### src/hw/fsktx_pkg.sv
// Constants, types and register map of the FSK transmitter control block
package fsktx_pkg;
    localparam int BUS_AW = 8;
    localparam int BUS_DW = 32;
    localparam int BUS_BE = BUS_DW / 8;

    localparam logic [BUS_AW-1:0] OFF_CTRL = 8'h00;
    localparam logic [BUS_AW-1:0] OFF_SET0 = 8'h04;
    localparam logic [BUS_AW-1:0] OFF_SET1 = 8'h08;
    localparam logic [BUS_AW-1:0] OFF_STAT = 8'h0c;
    localparam logic [BUS_AW-1:0] OFF_PRESC = 8'h10;
    localparam int PRESC_BIT = 4;

    localparam int REF_W = 12;
    localparam int MAIN_W = 12;
    localparam int AUX_W = 6;
    localparam int PWR_W = 3;

    // Operating mode requested by software
    localparam logic [1:0] OPM_SLEEP = 2'h0;
    localparam logic [1:0] OPM_STANDBY = 2'h1;
    localparam logic [1:0] OPM_SYNTH = 2'h2;
    localparam logic [1:0] OPM_TX = 2'h3;

    // Modulation mode field {upper, lower}
    localparam logic [1:0] MOD_CLOSED_LOOP_VCO = 2'h0;
    localparam logic [1:0] MOD_OPEN_LOOP_VCO = 2'h1;
    localparam logic [1:0] MOD_DIVIDER = 2'h2;
    localparam logic [1:0] MOD_UNUSED = 2'h3;

    localparam int REF_CLOCK_PIN_DIV = 16;
    localparam int REF_CLOCK_PIN_W = $clog2(REF_CLOCK_PIN_DIV);
    localparam logic [1:0] OSC_FIRST_PULSES = 2'h2;

    // Timing, figures in their own units
    localparam real CLK_PERIOD_NS = 8.0;
    localparam real OSC_WAKE_MS = 0.8;
    localparam real OSC_QUICK_MS = 0.15;
    localparam real SYNTH_SETTLE_MS = 2.0;
    localparam real TX_WAKE_US = 500.0;
    localparam int OSC_WAKE_CYC_DEF = int'($floor(OSC_WAKE_MS * 1.0e6 / CLK_PERIOD_NS));
    localparam int OSC_QUICK_CYC_DEF = int'($floor(OSC_QUICK_MS * 1.0e6 / CLK_PERIOD_NS));
    localparam int SYNTH_CYC_DEF = int'($floor(SYNTH_SETTLE_MS * 1.0e6 / CLK_PERIOD_NS));
    localparam int TX_CYC_DEF = int'($floor(TX_WAKE_US * 1.0e3 / CLK_PERIOD_NS));
    localparam int TMR_W = 18;

    typedef struct packed {
        logic [AUX_W-1:0] aux;
        logic [MAIN_W-1:0] main;
        logic [REF_W-1:0] ref_div;
    } fsktx_divset_s;

    typedef struct packed {
        logic [1:0] op_mode;
        logic ref_clock_out_enable;
        logic osc_high_bias;
        logic osc_boost_start;
        logic [PWR_W-1:0] power;
        logic mod_mode_upper;
        logic mod_mode_lower;
        logic band_select;
    } fsktx_ctrl_s;

    typedef struct packed {
        logic tx_ready;
        logic synth_ready;
        logic osc_ready;
        logic osc_boost_on;
        logic active_set;
    } fsktx_stat_s;

    localparam fsktx_ctrl_s CTRL_RST = '0;
    localparam fsktx_divset_s SET_RST = '0;
    localparam logic PRESC_RST = 1'b0;
endpackage

### src/hw/fsktx_top.sv
// FSK transmitter digital control: registers, dividers, set select, wake-up
//
// Our own choices: register access over Avalon-MM and the placing of the registers.
`timescale 1ns/10ps
module fsktx_top
    import fsktx_pkg::*;
#(
    parameter int OSC_WAKE_CYC = OSC_WAKE_CYC_DEF,
    parameter int OSC_QUICK_CYC = OSC_QUICK_CYC_DEF,
    parameter int SYNTH_CYC = SYNTH_CYC_DEF,
    parameter int TX_CYC = TX_CYC_DEF
) (
    input wire logic clock,
    input wire logic rst_n,
    input wire logic [BUS_AW-1:0] avs_address,
    input wire logic avs_read,
    input wire logic avs_write,
    input wire logic [BUS_DW-1:0] avs_writedata,
    input wire logic [BUS_BE-1:0] avs_byteenable,
    output logic [BUS_DW-1:0] avs_readdata,
    output logic avs_waitrequest,
    input wire logic data_in,
    input wire logic prescaler_tick,
    output logic band_select_r,
    output logic prescaler_en_r,
    output logic [PWR_W-1:0] pa_level_r,
    output logic osc_en_r,
    output logic osc_boost_r,
    output logic osc_high_bias_r,
    output logic synth_en_r,
    output logic pa_en_r,
    output logic ref_pulse_r,
    output logic fb_pulse_r,
    output logic modulus_high_r,
    output logic active_set_r,
    output logic ref_clock_pin_r
);
    typedef enum logic [2:0] {
        ST_SLEEP,
        ST_OSC_WAKE,
        ST_OSC_COUNT,
        ST_STANDBY,
        ST_SYNTH_SETTLE,
        ST_SYNTH,
        ST_TX_WAKE,
        ST_TX
    } fsktx_state_e;

    fsktx_state_e state_r;
    fsktx_ctrl_s ctrl_r;
    fsktx_divset_s set0_r;
    fsktx_divset_s set1_r;
    fsktx_divset_s act_r;
    fsktx_stat_s stat;
    logic presc_r;
    logic wait_r;
    logic [BUS_DW-1:0] rdata_r;
    logic [BUS_DW-1:0] rd_mux;
    logic [BUS_DW-1:0] wr_merged;
    logic req;
    logic wr_take;
    logic [TMR_W-1:0] tmr_r;
    logic [1:0] pulse_cnt_r;
    logic [REF_W-1:0] ref_cnt_r;
    logic [MAIN_W-1:0] main_cnt_r;
    logic [AUX_W-1:0] aux_cnt_r;
    logic [REF_CLOCK_PIN_W-1:0] clk_div_r;
    logic ref_run;
    logic quick;
    logic use_set1;

    function automatic logic [BUS_DW-1:0] merge_bytes(
        input logic [BUS_DW-1:0] old_v,
        input logic [BUS_DW-1:0] new_v,
        input logic [BUS_BE-1:0] be
    );
        logic [BUS_DW-1:0] res;
        res = old_v;
        for (int i = 0; i < BUS_BE; i++) begin
            if (be[i]) begin
                res[8*i +: 8] = new_v[8*i +: 8];
            end
        end
        return res;
    endfunction

    // Avalon slave: one wait cycle, then the access completes
    assign req = avs_read | avs_write;
    assign wr_take = avs_write & ~wait_r;
    assign avs_waitrequest = wait_r;
    assign avs_readdata = rdata_r;

    always_comb begin
        stat = '0;
        stat.tx_ready = (state_r == ST_TX);
        stat.synth_ready = (state_r == ST_SYNTH) || (state_r == ST_TX_WAKE)
            || (state_r == ST_TX);
        stat.osc_ready = (state_r != ST_SLEEP) && (state_r != ST_OSC_WAKE)
            && (state_r != ST_OSC_COUNT);
        stat.osc_boost_on = osc_boost_r;
        stat.active_set = active_set_r;
    end

    always_comb begin
        rd_mux = '0;
        unique case (avs_address)
            OFF_CTRL: rd_mux[$bits(fsktx_ctrl_s)-1:0] = ctrl_r;
            OFF_SET0: rd_mux[$bits(fsktx_divset_s)-1:0] = set0_r;
            OFF_SET1: rd_mux[$bits(fsktx_divset_s)-1:0] = set1_r;
            OFF_STAT: rd_mux[$bits(fsktx_stat_s)-1:0] = stat;
            OFF_PRESC: rd_mux[PRESC_BIT] = presc_r;
            default: rd_mux = '0;
        endcase
    end

    assign wr_merged = merge_bytes(rd_mux, avs_writedata, avs_byteenable);

    always_ff @(posedge clock or negedge rst_n) begin
        if (!rst_n) begin
            wait_r <= 1'b1;
        end else if (req && wait_r) begin
            wait_r <= 1'b0;
        end else begin
            wait_r <= 1'b1;
        end
    end

    always_ff @(posedge clock or negedge rst_n) begin
        if (!rst_n) begin
            rdata_r <= '0;
        end else if (avs_read && wait_r) begin
            rdata_r <= rd_mux;
        end
    end

    // register writes on the accepting edge
    always_ff @(posedge clock or negedge rst_n) begin
        if (!rst_n) begin
            ctrl_r <= CTRL_RST;
            set0_r <= SET_RST;
            set1_r <= SET_RST;
            presc_r <= PRESC_RST;
        end else if (wr_take) begin
            if (avs_address == OFF_CTRL) begin
                ctrl_r <= wr_merged[$bits(fsktx_ctrl_s)-1:0];
            end
            if (avs_address == OFF_SET0) begin
                set0_r <= wr_merged[$bits(fsktx_divset_s)-1:0];
            end
            if (avs_address == OFF_SET1) begin
                set1_r <= wr_merged[$bits(fsktx_divset_s)-1:0];
            end
            if (avs_address == OFF_PRESC) begin
                presc_r <= wr_merged[PRESC_BIT];
            end
        end
    end

    // boost on with high bias off takes the quick wake time
    assign quick = ctrl_r.osc_boost_start & ~ctrl_r.osc_high_bias;

    // Power sequencing; a sleep request overrides every state
    always_ff @(posedge clock or negedge rst_n) begin
        if (!rst_n) begin
            state_r <= ST_SLEEP;
            tmr_r <= '0;
        end else if (ctrl_r.op_mode == OPM_SLEEP) begin
            state_r <= ST_SLEEP;
        end else begin
            unique case (state_r)
                ST_SLEEP: begin
                    state_r <= ST_OSC_WAKE;
                    tmr_r <= quick ? TMR_W'(OSC_QUICK_CYC - 1) : TMR_W'(OSC_WAKE_CYC - 1);
                end
                ST_OSC_WAKE: begin
                    if (tmr_r == '0) begin
                        state_r <= ST_OSC_COUNT;
                    end else begin
                        tmr_r <= tmr_r - 1'b1;
                    end
                end
                ST_OSC_COUNT: begin
                    if (ref_pulse_r && (pulse_cnt_r == OSC_FIRST_PULSES - 2'h1)) begin
                        state_r <= ST_STANDBY;
                    end
                end
                ST_STANDBY: begin
                    if (ctrl_r.op_mode != OPM_STANDBY) begin
                        state_r <= ST_SYNTH_SETTLE;
                        tmr_r <= TMR_W'(SYNTH_CYC - 1);
                    end
                end
                ST_SYNTH_SETTLE: begin
                    if (ctrl_r.op_mode == OPM_STANDBY) begin
                        state_r <= ST_STANDBY;
                    end else if (tmr_r == '0) begin
                        state_r <= ST_SYNTH;
                    end else begin
                        tmr_r <= tmr_r - 1'b1;
                    end
                end
                ST_SYNTH: begin
                    if (ctrl_r.op_mode == OPM_STANDBY) begin
                        state_r <= ST_STANDBY;
                    end else if (ctrl_r.op_mode == OPM_TX) begin
                        state_r <= ST_TX_WAKE;
                        tmr_r <= TMR_W'(TX_CYC - 1);
                    end
                end
                ST_TX_WAKE: begin
                    if (ctrl_r.op_mode != OPM_TX) begin
                        state_r <= ST_SYNTH;
                    end else if (tmr_r == '0) begin
                        state_r <= ST_TX;
                    end else begin
                        tmr_r <= tmr_r - 1'b1;
                    end
                end
                ST_TX: begin
                    if (ctrl_r.op_mode != OPM_TX) begin
                        state_r <= ST_SYNTH;
                    end
                end
            endcase
        end
    end

    // Reference pulses seen during oscillator qualification
    always_ff @(posedge clock or negedge rst_n) begin
        if (!rst_n) begin
            pulse_cnt_r <= '0;
        end else if (state_r != ST_OSC_COUNT) begin
            pulse_cnt_r <= '0;
        end else if (ref_pulse_r) begin
            pulse_cnt_r <= pulse_cnt_r + 2'h1;
        end
    end

    // boost current ends at first reference pulse
    always_ff @(posedge clock or negedge rst_n) begin
        if (!rst_n) begin
            osc_boost_r <= 1'b0;
        end else if (state_r == ST_SLEEP) begin
            osc_boost_r <= (ctrl_r.op_mode != OPM_SLEEP) & ctrl_r.osc_boost_start;
        end else if (ref_pulse_r) begin
            osc_boost_r <= 1'b0;
        end
    end

    always_ff @(posedge clock or negedge rst_n) begin
        if (!rst_n) begin
            osc_en_r <= 1'b0;
            synth_en_r <= 1'b0;
            pa_en_r <= 1'b0;
            osc_high_bias_r <= 1'b0;
            band_select_r <= 1'b0;
            prescaler_en_r <= 1'b0;
            pa_level_r <= '0;
        end else begin
            osc_en_r <= (state_r != ST_SLEEP);
            synth_en_r <= (state_r == ST_SYNTH_SETTLE) || (state_r == ST_SYNTH)
                || (state_r == ST_TX_WAKE) || (state_r == ST_TX);
            pa_en_r <= (state_r == ST_TX_WAKE) || (state_r == ST_TX);
            osc_high_bias_r <= ctrl_r.osc_high_bias;
            // band drives VCO post-divider (0: by 4, 1: by 2)
            band_select_r <= ctrl_r.band_select;
            prescaler_en_r <= presc_r;
            // eight power steps, 7 is highest
            pa_level_r <= ctrl_r.power;
        end
    end

    // outside divider mode only set 0; 11 treated as set 0
    // in divider mode the data bit picks the set
    assign use_set1 = ({ctrl_r.mod_mode_upper, ctrl_r.mod_mode_lower} == MOD_DIVIDER)
        & data_in;

    // both sets in divider mode; set 0 for zero, set 1 for one
    always_ff @(posedge clock or negedge rst_n) begin
        if (!rst_n) begin
            act_r <= SET_RST;
            active_set_r <= 1'b0;
        end else begin
            act_r <= use_set1 ? set1_r : set0_r;
            active_set_r <= use_set1;
        end
    end

    assign ref_run = (state_r != ST_SLEEP) && (state_r != ST_OSC_WAKE);

    always_ff @(posedge clock or negedge rst_n) begin
        if (!rst_n) begin
            ref_cnt_r <= '0;
            ref_pulse_r <= 1'b0;
        end else if (!ref_run) begin
            ref_cnt_r <= '0;
            ref_pulse_r <= 1'b0;
        end else if (ref_cnt_r >= REF_W'(act_r.ref_div - 1'b1)) begin
            ref_cnt_r <= '0;
            ref_pulse_r <= 1'b1;
        end else begin
            ref_cnt_r <= ref_cnt_r + 1'b1;
            ref_pulse_r <= 1'b0;
        end
    end

    // 12-bit main and 6-bit aux feedback counters
    // dual-modulus 16/17 gives 16N+A per feedback pulse
    always_ff @(posedge clock or negedge rst_n) begin
        if (!rst_n) begin
            main_cnt_r <= '0;
            aux_cnt_r <= '0;
            fb_pulse_r <= 1'b0;
        end else if (!(synth_en_r && presc_r)) begin
            main_cnt_r <= '0;
            aux_cnt_r <= '0;
            fb_pulse_r <= 1'b0;
        end else if (prescaler_tick) begin
            if (main_cnt_r >= MAIN_W'(act_r.main - 1'b1)) begin
                main_cnt_r <= '0;
                aux_cnt_r <= '0;
                fb_pulse_r <= 1'b1;
            end else begin
                main_cnt_r <= main_cnt_r + 1'b1;
                fb_pulse_r <= 1'b0;
                if (aux_cnt_r < act_r.aux) begin
                    aux_cnt_r <= aux_cnt_r + 1'b1;
                end
            end
        end else begin
            fb_pulse_r <= 1'b0;
        end
    end

    always_ff @(posedge clock or negedge rst_n) begin
        if (!rst_n) begin
            modulus_high_r <= 1'b0;
        end else begin
            modulus_high_r <= synth_en_r && presc_r && (aux_cnt_r < act_r.aux);
        end
    end

    // reference clock out; clock over 16, low when off or asleep
    always_ff @(posedge clock or negedge rst_n) begin
        if (!rst_n) begin
            clk_div_r <= '0;
            ref_clock_pin_r <= 1'b0;
        end else if (ctrl_r.ref_clock_out_enable && (state_r != ST_SLEEP)) begin
            clk_div_r <= clk_div_r + 1'b1;
            ref_clock_pin_r <= clk_div_r[REF_CLOCK_PIN_W-1];
        end else begin
            clk_div_r <= '0;
            ref_clock_pin_r <= 1'b0;
        end
    end
endmodule

### config.mk
export PLATFORM = sky130hd
export DESIGN_NAME = fsktx_top
export DESIGN_NICKNAME = d
export VERILOG_FILES = /design/src/hw/fsktx_pkg.sv /design/src/hw/fsktx_top.sv
export SDC_FILE = /design/constraint.sdc
export NUM_CORES = 1
export LEC_CHECK = 0
export CORE_UTILIZATION = 50
export CTS_CLUSTER_DIAMETER = 120
export CTS_CLUSTER_SIZE = 24
export DETAILED_ROUTE_END_ITERATION = 16
export DONT_BUFFER_PORTS = 1
export PLACE_DENSITY_LB_ADDON = 0.25
export SETUP_SLACK_MARGIN = 0.15
export SYNTH_ARGS = -nofsm -noshare
export SYNTH_HDL_FRONTEND = slang
export SYNTH_SLANG_ARGS = --single-unit
### constraint.sdc
create_clock -name clock -period 3 [get_ports clock]
set_input_delay 0 -clock clock [delete_from_list [all_inputs] [get_ports clock]]
set_output_delay 0 -clock clock [all_outputs]
set_load 0.02 [all_outputs]
==> metrics.txt, run 1 <==
status finished with violations; violations in the final reports negative hold slack; CP startpoint kind register; overflow left after global routing 0; DR vias/cell about 5.6; Post-Synth Simple-Gate Area 18.2%; cell count after placement 1319; wire length after detailed routing 24700 um; Placer Congestion approximately 0.84; DRC errors left 0; starting density of the core 51.0%; Core Box Area 20200 um^2; accumulated negative setup slack 0 ns; logic depth of the worst register-to-register path 12; Post-Synthesis Cells about 1100; filler cell count in the final layout 1816; flip-flop cell with the highest count after synthesis sky130_fd_sc_hd__dfrtp_1; largest net degree at the start of global routing 206; clock power share between 30% and 40%; worst slew margin relative to its limit 37.2%; Synth Area in Compound Gates 14.1%; maxcap violations 0; antenna cell count 0; Vias 7844; Clock Sink Count 205; capture point of the worst path aux_cnt_r[4]$_DFFE_PN0P_; capture point of the worst reg-to-reg path aux_cnt_r[4]$_DFFE_PN0P_; Area Growth Syn to Fin 12.8%; initial detailed-routing violation count 478; final setup skew between 0.01 and 0.015 ns; final cell area excluding filler cells 11600 um^2; Syn. warnings 0; share of the synthesized netlist area taken by xor and xnor gates 3.75%; pwr dens between 400 and 500 nW/um^2; area after detailed placement 10600 um^2; count of different cell masters after synthesis 62; hold violation total from the final report 205; die width between 100 and 150 um; initial antenna violation count 0; Port Buffers 0; share of flip-flops with an asynchronous set or reset 100%; share of the cycle needed by the critical path after routing 94.5%; endpoint type of the worst setup path register; wire length of the first global-routing pass 40400 um; fin worst setup slack 0.165 ns; number of flops mapped to enable cells by yosys 0; P_sw 1.36 mW; Comb power frac 10.8%; FP Rows 52; combinational family with the most area after synthesis simple AND/OR/NAND/NOR gates; CTS buffer count 12; Max FO, Critical Path 13; launch point of the worst reg-to-reg path act_r[14]$_DFF_PN0_; unrepaired setup endpoints after global routing true; transition at the pin with the smallest max-transition slack 0.939 ns; post-synth design cell area 10300 um^2; hold_buf cts 56; type of the setup path with the least slack reg2reg; sequential share of the synthesized area 49.9%; leakage power figure between 5 and 6 nW; remaining number of nets flagged by the antenna check after routing 0; Final setup violation count 0; Reg2Reg Setup Slack 0.16 ns; final hold slack -0.790 ns; adder-cell share of the synthesized area 4.50%; vias in the first global route 7635; clock edge transition at the registers on the reported setup and hold paths 0.10 ns; mean post-synth cell area 9.53 um^2; max-slew violation count 0; vertical die dimension 145 um; internal power between 3 and 4 mW; TritonCTS clock tree done; Skew-Pair Late Insertion Delay 0.48 ns; full die area 21100 um^2; Crit. Startpoint act_r[14]$_DFF_PN0_; FMAX 0.353 GHz; overall global routing resource usage 23.8%; number of iterations in the first detailed-routing pass 5; Post-DP HPWL 16100 um; post-placement setup slack 0.00947 ns; Hold/Removal Path Class in2async; arrival time of data at the critical path endpoint 3.24 ns; Tmin final 2.84 ns; share of layout cells above drive strength 1 9.06%; sequential power share a little under three fifths; final cell count without fillers 1396; switching part of the total power 25.7%; H-tree depth 1; number of I/O pins between 90 and 100; Avg WL per Cell 17.7 um; number of synthesized register bits slightly above 200; multiplexer share of the synthesized area ~6.2%; buffer levels on the longest clock path 3; VDD IR max 0.417 mV; required time reported for the critical path endpoint approximately 3.4 ns; Root Driver sky130_fd_sc_hd__clkbuf_16; Post-layout nets around 1200
## stage by stage
| stage | util, % | total power [mW] |
|---|---|---|
| 2_1_floorplan | - | 3.41 |
| 3_3_place_gp | 52.4 | 3.50 |
| 3_5_place_dp | 52.4 | 3.52 |
| 4_1_cts | 57.2 | 5.33 |
| 5_1_grt | 57.5 | 5.50 |
| 6_report | 57.5 | 5.28 |
## sequential cells by signal, summed over array words and instances (netlist names), 2 cells and up
register / count
act_r: 30
aux_cnt_r: 6
avs_readdata: 30
clk_div_r: 4
ctrl_r: 11
main_cnt_r: 12
pa_level_r: 3
pulse_cnt_r: 2
ref_cnt_r: 12
set0_r: 30
set1_r: 30
state_r: 3
tmr_r: 18
## cell families after synthesis
family                   after synthesis
multiplexers                          55
adder cells (fa/ha/maj)               37
buffers and inverters                 86
AO/OA/AOI/OAI                        243
other                                  1
XOR/XNOR                              44
AND/OR/NAND/NOR                      408
flip-flops                           205
## synth_stat cells (6+ instances only)
master | number | area (um^2)
sky130_fd_sc_hd__nor2b_1 | 7 | 43.8
sky130_fd_sc_hd__o2bb2ai_1 | 6 | 52.6
sky130_fd_sc_hd__xor2_1 | 20 | 175
sky130_fd_sc_hd__or4_1 | 6 | 45.0
sky130_fd_sc_hd__or3_1 | 6 | 37.5
sky130_fd_sc_hd__a22o_1 | 17 | 149
sky130_fd_sc_hd__nand3b_1 | 7 | 52.6
sky130_fd_sc_hd__nand4_1 | 8 | 50.1
sky130_fd_sc_hd__a21oi_1 | 49 | 245
sky130_fd_sc_hd__and3_1 | 9 | 56.3
sky130_fd_sc_hd__nor4_1 | 10 | 62.6
sky130_fd_sc_hd__nor2_1 | 72 | 270
sky130_fd_sc_hd__nand3_1 | 16 | 80.1
sky130_fd_sc_hd__dfrtp_1 | 204 | 5100
sky130_fd_sc_hd__mux2_2 | 26 | 293
sky130_fd_sc_hd__ha_1 | 37 | 463
sky130_fd_sc_hd__nand2b_1 | 7 | 43.8
sky130_fd_sc_hd__a21o_1 | 8 | 60.1
sky130_fd_sc_hd__a31oi_1 | 7 | 43.8
sky130_fd_sc_hd__nand2_1 | 225 | 845
sky130_fd_sc_hd__mux2i_1 | 25 | 250
sky130_fd_sc_hd__xnor2_1 | 24 | 210
sky130_fd_sc_hd__buf_2 | 9 | 45.0
sky130_fd_sc_hd__o21ai_0 | 118 | 591
sky130_fd_sc_hd__clkbuf_1 | 39 | 146
sky130_fd_sc_hd__nor3_1 | 15 | 75.1
sky130_fd_sc_hd__inv_1 | 31 | 116
## routing by layer
layer | global-route usage (%) | vias up | part of all wire, %
met4 | 5.21 | 0 | 1.8
met3 | 3.89 | 29 | 5.5
met5 | 0 | - | 0
li1 | - | 3812 | -
met1 | 35.1 | 3837 | 47
met2 | 37.0 | 166 | 45
## cell type report
| class | count | area (um^2) | area share (%) |
|---|---|---|---|
| clock buffers | 17 | 340 | 2.93 |
| inverters | 31 | 116 | 1.00 |
| repair buffers | 83 | 767 | 6.61 |
| clock inverters | 1 | 16.3 | 0.140 |
| well taps | 270 | 338 | 2.91 |
| multi-input cells | 789 | 4890 | 42.2 |
| flip-flops and latches | 205 | 5130 | 44.2 |
## worst min-delay path by stage
stage                     slack (ns)  depth (start not counted)              endpoint   from
final                          -0.79                          0  tmr_r[7]$_DFFE_PN0P_  rst_n
after CTS                      -0.80                          0  tmr_r[9]$_DFFE_PN0P_  rst_n
after global routing           -0.82                          0  tmr_r[9]$_DFFE_PN0P_  rst_n
after floorplan                -0.30                          0    act_r[0]$_DFF_PN0_  rst_n
after global placement         -0.29                          0  tmr_r[9]$_DFFE_PN0P_  rst_n
after detailed placement       -0.29                          0  tmr_r[7]$_DFFE_PN0P_  rst_n
## placed cells by master, fill, tap and decap left out, drive strengths merged, types with 5 or more instances in the layout
cell type / n
a21o: 8
nor3: 17
nand3: 16
clkbuf: 17
nor2: 72
o2bb2ai: 6
buf: 27
o31ai: 5
xor2: 20
mux2i: 25
or3: 6
ha: 37
inv: 31
nor2b: 7
mux2: 26
a21oi: 49
or4: 6
and3: 9
nor4: 12
nand2: 226
a22o: 17
dfrtp: 204
a31oi: 7
xnor2: 24
nand4: 8
o21ai: 121
dlygate4sd3: 56
nand3b: 7
nand2b: 7
## worst max-delay path: stages (launching register included)
cell	delay, ns
sky130_fd_sc_hd__dfrtp_1	0.42
sky130_fd_sc_hd__nor4_4	0.31
sky130_fd_sc_hd__nand2_1	0.13
sky130_fd_sc_hd__nor4_2	0.18
sky130_fd_sc_hd__xnor2_1	0.16
sky130_fd_sc_hd__ha_1	0.27
sky130_fd_sc_hd__a21o_1	0.19
sky130_fd_sc_hd__a21o_1	0.17
sky130_fd_sc_hd__a22o_1	0.27
sky130_fd_sc_hd__o31ai_2	0.27
sky130_fd_sc_hd__nand3_1	0.12
sky130_fd_sc_hd__buf_6	0.18
sky130_fd_sc_hd__a21oi_1	0.11
## power by group through the flow
stage | Sequential (mW) | Clock, mW | Combinational, mW
after floorplan | 3.00 | 0 | 0.413
after global placement | 3.02 | 0 | 0.477
after detailed placement | 3.03 | 0 | 0.489
after CTS | 2.98 | 1.78 | 0.568
after global routing | 3.00 | 1.87 | 0.639
final | 2.98 | 1.73 | 0.571
## what timing repair did
| item | CTS | global route |
|---|---|---|
| setup buffers | 1 | 2 |
| hold endpoints to repair | 309 | 205 |
| pin swaps | 3 | 6 |
| gates resized for setup | 7 | 10 |
| setup endpoints to repair | 30 | 32 |
No activity file was read; power rests on OpenSTA's default activity.
==> inputs of run 2 (changes only) <==
==> constraint.sdc (replaced) <==
create_clock -name clock -period 3.4 [get_ports clock]
set_input_delay 0 -clock clock [delete_from_list [all_inputs] [get_ports clock]]
set_output_delay 0 -clock clock [all_outputs]
set_load 0.05 [all_outputs]
==> metrics.txt, run 2 (synthesis gave the netlist of run 1 again) <==
final hold slack -0.789 ns (+0.000306 ns); antenna cell count 0 (unchanged); Reg2Reg Setup Slack 0.44 ns (+0.28 ns); number of I/O pins 98 (unchanged); number of iterations in the first detailed-routing pass 5 (unchanged); top library cells by usage in the layout, fill and taps aside sky130_fd_sc_hd__nand2_1, sky130_fd_sc_hd__dfrtp_1, sky130_fd_sc_hd__o21ai_0; endpoint type of the worst setup path register; vias in the first global route 7665 (+0.39%); H-tree depth 1 (unchanged); sequential power share 56.6% (+0.2 points); FP Rows 52 (unchanged); arrival time of data at the critical path endpoint 3.36 ns (+0.12 ns); Post-layout nets 1198 (-0.91%); Final setup violation count 0 (unchanged); Max FO, Critical Path 10 (-3); filler cell count in the final layout 1790 (-1.4%); DR vias/cell 5.63 (+0.24%); largest net degree at the start of global routing 206 (unchanged); remaining number of nets flagged by the antenna check after routing 0 (unchanged); most common cell after layout, fill and taps aside sky130_fd_sc_hd__nand2_1; initial detailed-routing violation count 447 (-6.5%); vertical die dimension 145 um (unchanged); Post-DP HPWL 16000 um (-1.1%); post-placement setup slack 0.259 ns (+0.249 ns); max-slew violation count 0 (unchanged); die width 145 um (unchanged); wire length after detailed routing 24000 um (-2.8%); clock edge transition at the registers on the reported setup and hold paths 0.10 ns (about the same); pwr dens 406 nW/um^2 (-11%); required time reported for the critical path endpoint 3.80 ns (+0.39 ns); area occupied by multi-input gates 4850 um^2 (-0.87%); type of the setup path with the least slack reg2reg; fin worst setup slack 0.442 ns (+0.277 ns); launch point of the worst reg-to-reg path act_r[17]$_DFF_PN0_; Crit. Startpoint act_r[17]$_DFF_PN0_; hold_buf cts 59 (+5.4%); capture point of the worst reg-to-reg path aux_cnt_r[3]$_DFFE_PN0P_; Placer Congestion 0.858 (+2.3%); wire length of the first global-routing pass 39700 um (-1.8%); unrepaired setup endpoints after global routing false; Skew-Pair Late Insertion Delay 0.47 ns (about the same); accumulated negative setup slack 0 ns (unchanged); maxcap violations 0 (unchanged); DRC errors left 0 (unchanged); Core Box Area 20200 um^2 (unchanged); Comb power frac 10.8% (about the same); full die area 21100 um^2 (unchanged); hold violation total from the final report 205 (unchanged); logic depth of the worst register-to-register path 12 (unchanged); Vias 7801 (-0.55%); P_sw 1.20 mW (-12%); starting density of the core 51.0% (unchanged); Tmin final 2.96 ns (+0.123 ns); VDD IR max 0.338 mV (-19%); Port Buffers 0 (unchanged); Clock Sink Count 205 (unchanged); final cell count without fillers 1385 (-0.79%); CTS buffer count 12 (unchanged); worst slew margin relative to its limit 23.0% (-14 points); transition at the pin with the smallest max-transition slack 1.15 ns (+0.215 ns); Hold/Removal Path Class in2async; status finished with violations; clock power share 32.6% (-0.2 points); initial antenna violation count 0 (unchanged); Area Growth Syn to Fin 11.6%; leakage power figure 5.29 nW (-1.3%); violations in the final reports negative hold slack; switching part of the total power 25.7% (about the same); CP startpoint kind register; Root Driver sky130_fd_sc_hd__clkbuf_16; TritonCTS clock tree done; share of the cycle needed by the critical path after routing 87.0% (-7.5 points); internal power 3.46 mW (-12%); cell count after placement 1308 (-0.83%); FMAX 0.338 GHz (-4.2%); footprint of the flip-flops and latches 5130 um^2 (unchanged); share of layout cells above drive strength 1 7.17% (-1.9 points); final setup skew 0.0184 ns (+0.00610 ns); Avg WL per Cell 17.3 um (-2.0%); buffer levels on the longest clock path 3 (unchanged); overall global routing resource usage 23.4% (-0.43 points); overflow left after global routing 0 (unchanged)
[run 2: how the worst max path moves through the flow]
stage                                          end  slack (ns)  depth (start not counted)
final                     aux_cnt_r[3]$_DFFE_PN0P_        0.44                         12
after global routing      aux_cnt_r[4]$_DFFE_PN0P_        0.19                         12
after CTS                 aux_cnt_r[5]$_DFFE_PN0P_        0.24                         12
after detailed placement  aux_cnt_r[5]$_DFFE_PN0P_        0.26                         12
after global placement    aux_cnt_r[5]$_DFFE_PN0P_        0.32                         12
after floorplan           aux_cnt_r[4]$_DFFE_PN0P_        0.52                         12
[run 2: power by group through the flow]
stage	combinational (mW)	clock, mW	sequential [mW]
final	0.503	1.52	2.63
after CTS	0.501	1.57	2.63
after detailed placement	0.434	0	2.68
after global routing	0.561	1.64	2.64
after global placement	0.422	0	2.68
after floorplan	0.367	0	2.65
[run 2: cell type report]
class,instances,area share (%)
clock buffer,17,2.96
clock inverter,1,0.142
inverter,31,1.01
multi-input combinational,789,42.2
sequential,205,44.7
tap,270,2.94
timing repair buffer,72,6.00
[run 2: metrics by stage]
step	power [mW]	cell area (um^2)	utilization [%]
finish	4.66	11500	56.9
global route	4.85	11500	56.9
CTS	4.70	11400	56.7
detailed placement	3.11	10500	52.0
global placement	3.10	10500	52.0
floorplan	3.02	10300	-
[run 2: timing repair]
action / CTS / global route
setup endpoints to repair: 0 / 26
gates resized for setup: 0 / 6
buffers inserted: 0 / 0
endpoints found under the hold margin: 299 / 205
[run 2: per-layer routing]
metal | vias up | track usage [%] | part of all wire, %
li1 | 3790 | - | -
met1 | 3794 | 32.9 | 47
met2 | 184 | 37.4 | 46
met3 | 33 | 4.11 | 5.3
met4 | 0 | 6.47 | 2.0
met5 | - | 0 | 0
[run 2: critical path, cell delays in order (launching register included)]
cell and delay, ns:
sky130_fd_sc_hd__dfrtp_1 0.43, sky130_fd_sc_hd__nor4_4 0.29, sky130_fd_sc_hd__nand2_1 0.14, sky130_fd_sc_hd__nor4_2 0.18, sky130_fd_sc_hd__xnor2_1 0.15, sky130_fd_sc_hd__ha_1 0.26
sky130_fd_sc_hd__a21o_1 0.19, sky130_fd_sc_hd__a21o_1 0.18, sky130_fd_sc_hd__a22o_1 0.28, sky130_fd_sc_hd__o31ai_2 0.27, sky130_fd_sc_hd__nand3_1 0.18, sky130_fd_sc_hd__buf_4 0.25
sky130_fd_sc_hd__a21oi_1 0.12
